<file path="config.mk">
export PLATFORM = sky130hd
export DESIGN_NAME = regulator_enable_control
export DESIGN_NICKNAME = d
export VERILOG_FILES = /design/src/hdl/regulator_enable_control_pkg.sv /design/src/hdl/regulator_enable_control.sv
export SDC_FILE = /design/constraint.sdc
export NUM_CORES = 1
export LEC_CHECK = 0
export BUFFER_PORTS_ARGS = -buffer_cell sky130_fd_sc_hd__clkbuf_2
export CAP_MARGIN = 20
export CORE_MARGIN = 2
export CORE_UTILIZATION = 35
export DETAILED_ROUTE_END_ITERATION = 16
export GPL_ROUTABILITY_DRIVEN = 0
export GPL_TIMING_DRIVEN = 0
export SYNTH_ARGS = -nofsm -noshare
export SYNTH_HDL_FRONTEND = slang
export SYNTH_SLANG_ARGS = --single-unit
</file>
<file path="constraint.sdc">
create_clock -name sys_clk -period 5.1 [get_ports sys_clk]
set_input_delay 0.255 -clock sys_clk [delete_from_list [all_inputs] [get_ports sys_clk]]
set_output_delay 0.255 -clock sys_clk [all_outputs]
set_load 0.02 [all_outputs]
</file>
<file path="src/hdl/regulator_enable_control_pkg.sv">
// Constants shared by the regulator enable and configuration block
package regulator_enable_control_pkg;

  // Register offsets (subaddresses on the serial bus)
  localparam logic [7:0] OFS_SWITCHER_MODE   = 8'h07;
  localparam logic [7:0] OFS_OUTPUT_ENABLE   = 8'h10;
  localparam logic [7:0] OFS_STARTUP_WAIT    = 8'h12;
  localparam logic [7:0] OFS_REF_SELECT      = 8'h20;
  localparam logic [7:0] OFS_BUCK_FIRST_0    = 8'h23;
  localparam logic [7:0] OFS_BUCK_SECOND_0   = 8'h24;
  localparam logic [7:0] OFS_BUCK_STRIDE     = 8'h02;
  localparam logic [7:0] OFS_LDO_AUX_TARGET  = 8'h2A;
  localparam logic [7:0] OFS_ENABLE_STATUS   = 8'h30;

  // Reset values
  localparam logic [7:0] RST_SWITCHER_MODE   = 8'h00;
  localparam logic [7:0] RST_OUTPUT_ENABLE   = 8'h00;
  localparam logic [7:0] RST_STARTUP_WAIT    = 8'h00;
  localparam logic [7:0] RST_REF_SELECT      = 8'h00;
  localparam logic [7:0] RST_BUCK_TARGET     = 8'h19;
  localparam logic [7:0] RST_LDO_AUX_TARGET  = 8'h00;
  localparam logic [7:0] READ_UNMAPPED       = 8'h00;

  // Field positions, converter count and field widths
  localparam int BIT_FIXED_LDO     = 5;
  localparam int BIT_SEL_LDO       = 6;
  localparam int BIT_DECOUPLE      = 7;
  localparam int VSEL_LSB          = 5;
  localparam int NUM_BUCK          = 3;
  localparam int CODE_W            = 5;
  localparam int MODE_W            = 2;

  // Switcher operating modes
  localparam logic [1:0] MODE_PULSE_SKIP = 2'h0;
  localparam logic [1:0] MODE_BURST      = 2'h1;
  localparam logic [1:0] MODE_FORCED     = 2'h2;

  // Selectable LDO voltage codes on the base part
  localparam logic [1:0] VSEL_2V8 = 2'h0;
  localparam logic [1:0] VSEL_2V5 = 2'h1;
  localparam logic [1:0] VSEL_1V8 = 2'h2;
  localparam logic [1:0] VSEL_3V3 = 2'h3;

  // Part variants
  localparam logic [1:0] VARIANT_BASE   = 2'h0;
  localparam logic [1:0] VARIANT_FIRST  = 2'h1;
  localparam logic [1:0] VARIANT_SECOND = 2'h2;

  // Serial bus framing
  localparam logic [3:0] BITS_PER_BYTE = 4'h8;
  localparam logic [3:0] LAST_BIT      = 4'h7;

  typedef enum logic [9:0] {
    S_IDLE  = 10'h001,
    S_ADDR  = 10'h002,
    S_ACKA  = 10'h004,
    S_SUB   = 10'h008,
    S_ACKS  = 10'h010,
    S_WDATA = 10'h020,
    S_ACKW  = 10'h040,
    S_RDATA = 10'h080,
    S_MACK  = 10'h100,
    S_RLOAD = 10'h200
  } bus_state_t;

endpackage : regulator_enable_control_pkg

</file>
<file path="src/hdl/regulator_enable_control.sv">
// Serial-bus command registers and enable logic for the LDOs and step-down converters
//
// Functional notes
// Fixed LDO on from its pin or bit5
// Bits 5/6 pick wait-below-300mV or immediate
// Aux field bits 6:5 select LDO voltage
// Pin low: bits 5 and 6 enable independently
// Base part: pin ORed with both bits
// Decouple bit: selectable LDO ignores pin
// Derivatives: selectable LDO by register only
// Buck reference from five-bit first/second code
// Independent mode per step-down converter
// Slewing down forces continuous mode
// Power-on loads all default values
// Host enables second LDO separately
// Wait option holds enable until output low
// Writes act right after data byte accepted
`timescale 1ns/100ps

module regulator_enable_control
  import regulator_enable_control_pkg::*;
#(
  parameter logic [6:0] DEV_ADDR = 7'h2A,  // Arbitrary bus address
  parameter logic [1:0] VARIANT  = VARIANT_BASE
) (
  input  wire logic                          sys_clk,
  input  wire logic                          arst_n,
  input  wire logic                          scl,
  input  wire logic                          sdaIn,
  output      logic                          sdaOut,
  output      logic                          sdaOeN,
  input  wire logic                          ldoEnablePin,
  input  wire logic [1:0]                    ldoOutputLow,
  input  wire logic [NUM_BUCK-1:0]           buckSlewDown,
  output      logic [1:0]                    ldoEnable,
  output      logic [1:0]                    ldoVoltageSel,
  output      logic [NUM_BUCK*CODE_W-1:0]    buckRefCode,
  output      logic [NUM_BUCK*MODE_W-1:0]    buckMode
);

  typedef struct packed {
    bus_state_t                 state;
    logic [3:0]                 cnt;
    logic [7:0]                 shift;
    logic [7:0]                 sub;
    logic                       rw;
    logic                       drive;
    logic                       sclPrev;
    logic                       sdaPrev;
    logic [7:0]                 switcherMode;
    logic [7:0]                 outputEnable;
    logic [7:0]                 startupWait;
    logic [7:0]                 refSelect;
    logic [NUM_BUCK-1:0][7:0]   buckFirst;
    logic [NUM_BUCK-1:0][7:0]   buckSecond;
    logic [7:0]                 ldoAux;
    logic [1:0]                 ldoEn;
    logic [NUM_BUCK*CODE_W-1:0] refCode;
    logic [NUM_BUCK*MODE_W-1:0] mode;
  } state_t;

  state_t st_r;
  state_t st_nxt;

  // Register read decode
  function automatic logic [7:0] regRead(input state_t s, input logic [7:0] a);
    logic [7:0] v;
    v = READ_UNMAPPED;
    if (a == OFS_SWITCHER_MODE)  v = s.switcherMode;
    if (a == OFS_OUTPUT_ENABLE)  v = s.outputEnable;
    if (a == OFS_STARTUP_WAIT)   v = s.startupWait;
    if (a == OFS_REF_SELECT)     v = s.refSelect;
    if (a == OFS_LDO_AUX_TARGET) v = s.ldoAux;
    if (a == OFS_ENABLE_STATUS)  v = {6'h00, s.ldoEn};
    for (int b = 0; b < NUM_BUCK; b++) begin
      if (a == 8'(OFS_BUCK_FIRST_0 + 8'(b) * OFS_BUCK_STRIDE))  v = s.buckFirst[b];
      if (a == 8'(OFS_BUCK_SECOND_0 + 8'(b) * OFS_BUCK_STRIDE)) v = s.buckSecond[b];
    end
    return v;
  endfunction : regRead

  logic sclRise;
  logic sclFall;
  logic busStart;
  logic busStop;
  logic [1:0] ldoReq;
  logic [1:0] ldoWait;

  // Bus line events from the previous samples
  assign sclRise  = scl & ~st_r.sclPrev;
  assign sclFall  = ~scl & st_r.sclPrev;
  assign busStart = scl & st_r.sclPrev & st_r.sdaPrev & ~sdaIn;
  assign busStop  = scl & st_r.sclPrev & ~st_r.sdaPrev & sdaIn;

  // Enable requests from pin and register bits
  always_comb begin
    ldoReq[0] = ldoEnablePin | st_r.outputEnable[BIT_FIXED_LDO];
    if (VARIANT == VARIANT_BASE) begin
      ldoReq[1] = st_r.outputEnable[BIT_SEL_LDO]
                | (ldoEnablePin & ~st_r.ldoAux[BIT_DECOUPLE]);
    end else begin
      ldoReq[1] = st_r.outputEnable[BIT_SEL_LDO];
    end
    for (int i = 0; i < 2; i++) begin
      // Second derivative inverts the wait polarity
      ldoWait[i] = (VARIANT == VARIANT_SECOND) ? st_r.startupWait[BIT_FIXED_LDO + i]
                                               : ~st_r.startupWait[BIT_FIXED_LDO + i];
    end
  end

  // Next-state logic: bus engine, registers, enables, converter outputs
  always_comb begin
    st_nxt         = st_r;
    st_nxt.sclPrev = scl;
    st_nxt.sdaPrev = sdaIn;

    unique case (st_r.state)
      S_IDLE: begin
        st_nxt.drive = 1'b0;
      end
      S_ADDR, S_SUB, S_WDATA: begin
        if (sclRise) begin
          st_nxt.shift = {st_r.shift[6:0], sdaIn};
          st_nxt.cnt   = st_r.cnt + 4'h1;
        end else if (sclFall && st_r.cnt == BITS_PER_BYTE) begin
          st_nxt.cnt = 4'h0;
          if (st_r.state == S_ADDR) begin
            if (st_r.shift[7:1] == DEV_ADDR) begin
              st_nxt.rw    = st_r.shift[0];
              st_nxt.drive = 1'b1;
              st_nxt.state = S_ACKA;
            end else begin
              st_nxt.state = S_IDLE;
            end
          end else if (st_r.state == S_SUB) begin
            st_nxt.sub   = st_r.shift;
            st_nxt.drive = 1'b1;
            st_nxt.state = S_ACKS;
          end else begin
            // Data byte accepted: commit now
            st_nxt.drive = 1'b1;
            st_nxt.state = S_ACKW;
            if (st_r.sub == OFS_SWITCHER_MODE)  st_nxt.switcherMode = st_r.shift;
            if (st_r.sub == OFS_OUTPUT_ENABLE)  st_nxt.outputEnable = st_r.shift;
            if (st_r.sub == OFS_STARTUP_WAIT)   st_nxt.startupWait  = st_r.shift;
            if (st_r.sub == OFS_REF_SELECT)     st_nxt.refSelect    = st_r.shift;
            if (st_r.sub == OFS_LDO_AUX_TARGET) st_nxt.ldoAux       = st_r.shift;
            for (int b = 0; b < NUM_BUCK; b++) begin
              if (st_r.sub == 8'(OFS_BUCK_FIRST_0 + 8'(b) * OFS_BUCK_STRIDE))
                st_nxt.buckFirst[b] = st_r.shift;
              if (st_r.sub == 8'(OFS_BUCK_SECOND_0 + 8'(b) * OFS_BUCK_STRIDE))
                st_nxt.buckSecond[b] = st_r.shift;
            end
          end
        end
      end
      S_ACKA: begin
        if (sclFall) begin
          if (st_r.rw) begin
            st_nxt.shift = regRead(st_r, st_r.sub);
            st_nxt.drive = ~st_nxt.shift[7];  // First read bit goes out at once
            st_nxt.state = S_RDATA;
          end else begin
            st_nxt.drive = 1'b0;
            st_nxt.state = S_SUB;
          end
        end
      end
      S_ACKS, S_ACKW: begin
        if (sclFall) begin
          st_nxt.drive = 1'b0;
          st_nxt.state = S_WDATA;
          if (st_r.state == S_ACKW) st_nxt.sub = st_r.sub + 8'h01;  // Auto-increment
        end
      end
      S_RDATA: begin
        if (sclFall) begin
          if (st_r.cnt == LAST_BIT) begin
            st_nxt.drive = 1'b0;
            st_nxt.state = S_MACK;
          end else begin
            st_nxt.shift = {st_r.shift[6:0], 1'b0};
            st_nxt.drive = ~st_r.shift[6];
            st_nxt.cnt   = st_r.cnt + 4'h1;
          end
        end
      end
      S_MACK: begin
        if (sclRise) begin
          st_nxt.state = sdaIn ? S_IDLE : S_RLOAD;  // Master NACK ends the read
          st_nxt.sub   = st_r.sub + 8'h01;
        end
      end
      S_RLOAD: begin
        if (sclFall) begin
          st_nxt.cnt   = 4'h0;
          st_nxt.shift = regRead(st_r, st_r.sub);
          st_nxt.drive = ~st_nxt.shift[7];
          st_nxt.state = S_RDATA;
        end
      end
    endcase

    // Start and stop override any byte in progress
    if (busStart) begin
      st_nxt.state = S_ADDR;
      st_nxt.cnt   = 4'h0;
      st_nxt.drive = 1'b0;
    end else if (busStop) begin
      st_nxt.state = S_IDLE;
      st_nxt.drive = 1'b0;
    end

    // LDO enables with optional wait for output low
    for (int i = 0; i < 2; i++) begin
      if (!ldoReq[i]) begin
        st_nxt.ldoEn[i] = 1'b0;
      end else if (!st_r.ldoEn[i] && (!ldoWait[i] || ldoOutputLow[i])) begin
        st_nxt.ldoEn[i] = 1'b1;
      end
    end

    // Converter reference codes and modes
    for (int b = 0; b < NUM_BUCK; b++) begin
      st_nxt.refCode[b*CODE_W +: CODE_W] = st_r.refSelect[b] ? st_r.buckSecond[b][CODE_W-1:0]
                                                             : st_r.buckFirst[b][CODE_W-1:0];
      st_nxt.mode[b*MODE_W +: MODE_W] = buckSlewDown[b] ? MODE_FORCED
                                                        : st_r.switcherMode[b*MODE_W +: MODE_W];
    end
  end

  // State register with power-on defaults
  always_ff @(posedge sys_clk or negedge arst_n) begin
    if (!arst_n) begin
      st_r              <= '0;
      st_r.state        <= S_IDLE;
      st_r.sclPrev      <= 1'b1;
      st_r.sdaPrev      <= 1'b1;
      st_r.switcherMode <= RST_SWITCHER_MODE;
      st_r.outputEnable <= RST_OUTPUT_ENABLE;
      st_r.startupWait  <= RST_STARTUP_WAIT;
      st_r.refSelect    <= RST_REF_SELECT;
      st_r.ldoAux       <= RST_LDO_AUX_TARGET;
      st_r.buckFirst    <= {NUM_BUCK{RST_BUCK_TARGET}};
      st_r.buckSecond   <= {NUM_BUCK{RST_BUCK_TARGET}};
      st_r.refCode      <= {NUM_BUCK{RST_BUCK_TARGET[CODE_W-1:0]}};
      st_r.mode         <= '0;
    end else begin
      st_r <= st_nxt;
    end
  end

  // Outputs
  assign sdaOut        = 1'b0;            // Open drain: only pulls low
  assign sdaOeN        = ~st_r.drive;
  assign ldoEnable     = st_r.ldoEn;
  assign ldoVoltageSel = st_r.ldoAux[VSEL_LSB +: 2];
  assign buckRefCode   = st_r.refCode;
  assign buckMode      = st_r.mode;

endmodule : regulator_enable_control

</file>
==> impl_metrics.toml <==
[outcome]
status = "complete, no violations"

[critical_path]
cp_common_cell = "clkbuf_1"
slowest_stage = "a2111oi_0"
path_delay_family = "compound AO/OA/AOI/OAI gates"
max_stage_delay_ps = 680
worstSetupPathType = "flop to flop"
worstSetupPathDepth = 10
critPathBufInv = 3
worstPathRequired_ps = 5370
path_max_fanout = 10
r2r-start = "st_r[115]$_DFFE_PN0P_"
start_kind = "flop"
worstPathCellList = "inv_1, ha_1, clkbuf_1, nor4bb_1, clkbuf_1, a221oi_1, o2bb2ai_1, and2_0, a2111oi_0, o21ai_0"
ff2ff_path_depth = 10
endpoint_kind = "flop"
startpoint = "st_r[115]$_DFFE_PN0P_"
worstPathArrival_ps = 3460

[sta]
setup_viol = 0
holdWs_ps = 54.81
skew_ps = 9.633
hold_viol = 0
tightest_slew_ps = 761.2
max_slew_margin_pct = 47.94
report.final.slew_viol_count = 0
finalSetupTns_ps = 0
setup_slack_ps = 1909
min_period_ps = 3191
final.period_utilization_pct = 62.57
fmax_ghz = 0.3134
rsz0062_at_grt = "false"

[routing]
drt_pass1_iterations = 5
drt_iter0_drc = 538
wire_per_inst_um = 19.85
routed_wirelength_mm = 20.70
vias = 5824
drc = 0
ant_nets = 0
viasPerCell = 5.584

[global_routing]
gr-total-overflow = 0
grt_pass1_wl_mm = 33.38
grt_pass1_vias = 5765
grt_max_degree = 76
grt_antenna_before_repair = 0
track_usage_pct = 18.28

[worst_hold_path]
hp-start = "ldoOutputLow[1]"
holdPathStages = 2
min_path_type = "primary input to flop"

[clocking]
cts_num_sinks = 145
cts_tree = "yes"
cts_root_buf = "clkbuf_16"
cts.clk_slew.worst_paths_ps = 60
ctsLongestPathBuffers = 2
worstSkewPairLatency_ps = 430
cts_max_level = 4
cts_made_buffers = 17

[floorplan]
core_mm2 = 0.02176
die-area_mm2 = 0.02330
row_count = 54
initial_core_util_pct = 35.54
io_pins = 37
die_y_um = 152.6
dieWidth_um = 152.6

[placed_design]
dp_slack_ps = 1995
numPortBuffers = 35
hpwl_mm = 14.42

[yosys]
synth_area_leaders = "dfrtp_1 (37%), mux2_2 (16%), dfstp_2 (10%)"
yosysTopAreaCellShare_pct = 37.22
syn_inst = 690
ys_types = 83
ys_seq_elements = 145
syn_area_per_cell_um2 = 11.21
syn-num-nets = 706
synth_ff_type = "dfrtp_1"
synth_top_cell_by_area = "dfrtp_1"
syn_area_mm2 = 0.007732
yosysSeqAreaShare_pct = 47.41
synth-async-reset-ratio_pct = 100.0
yosysWarnings = 0
synth_edf_count = 0

[power]
power.leakage_nw = 3.998
powerDensity_mw_per_mm2 = 427.0
vdd_drop_max_mv = 0.2564

[finish]
final_cell_mix = "dfrtp_1 (115), mux2_2 (112), nor2_1 (39), clkbuf_2 (36), dfstp_2 (30)"
diodes = 0
drive_gt1_share_pct = 36.44
area_delta_synth_final_pct = 15.11
nets = 767
mostFrequentLayoutCell = "dfrtp_1"

[job]
max-cap-violations = 0
[logic make-up after synthesis]
kind of cell,share of synthesized area (%)
AOI/OAI and AO/OA,13.04
xor gates and xnor gates,0.5664
adders and majority gates,0.9708
buffers and inverters,5.534
DFF,47.41
muxes,16.83
other,0.04850
and+or+nand+nor,15.60
[worst register-to-register path, delay by kind of cell, from the launching register on]
family | cells | cell delay, ps
simple gates | 2 | 400
compound gates | 4 | 1390
fa+ha+maj | 1 | 210
flops | 1 | 450
buf+inv | 3 | 600
[final timing paths]
check / endpoint / slack (ps)
min in group asynchronous: st_r[92]$_DFFE_PN0P_ / 400
max: st_r[123]$_DFFE_PN0P_ / 1910
min reg2reg: st_r[27]$_DFFE_PN0P_ / 500
min: ldoEnable[1]$_DFFE_PN0P_ / 50
max in group asynchronous: buckRefCode[14]$_DFF_PN1_ / 3890
max reg2reg: st_r[123]$_DFFE_PN0P_ / 1910
[registers in the layout, summed over array words and instances, names as in the netlist]
name / count
ldoVoltageSel: 2
buckRefCode: 15
st_r: 120
buckMode: 6
ldoEnable: 2
[Yosys cell counts (12+ instances only)]
cell	count
nor2_1	39
nor3_1	12
mux2_2	112
a31oi_1	13
dfstp_2	30
clkbuf_1	28
and3_1	13
o21ai_0	25
nand3_1	17
nand2_1	27
nor2b_1	15
buf_4	27
dfrtp_1	115
a21oi_1	20
[what timing repair did]
| item | in CTS | in global routing |
|---|---|---|
| buffers inserted | 0 | 0 |
| resized for setup | 0 | 0 |
| endpoints found under the hold margin | 63 | 0 |
| hold buffers | 6 | 0 |
[metrics by stage]
step	cell area (um^2)	total power [mW]	instances	util [%]
global placement	8258	2.609	1005	37.96
CTS	8901	3.800	1043	40.91
detailed placement	8294	2.623	1006	38.12
global route	8901	3.996	1043	40.91
floorplan	7732	2.212	690	-
finish	8901	3.801	1043	40.91
[where the power goes]
group | internal [mW] | switching [mW] | total, mW
combinational | 0.448 | 0.771 | 1.22
clock | 0.662 | 0.507 | 1.17
sequential | 1.24 | 0.171 | 1.41
[cell type report]
class                   instances  area, um^2
fillers                      2133       12850
clock buffers                  21       470.5
plain buffers                  67       386.6
well taps                     280       350.3
clock inverters                10       76.32
inverters                      11       41.29
multi-input cells             467        3638
repair buffers                 42       271.5
flip-flops and latches        145        3666
[metal layers]
layer	share of wire [%]	GRT usage, %
met5	0.22	1.449
met4	2.2	6.305
met3	5.6	3.555
met2	46	28.21
met1	46	25.64
Power figures use the tool's default switching activity.
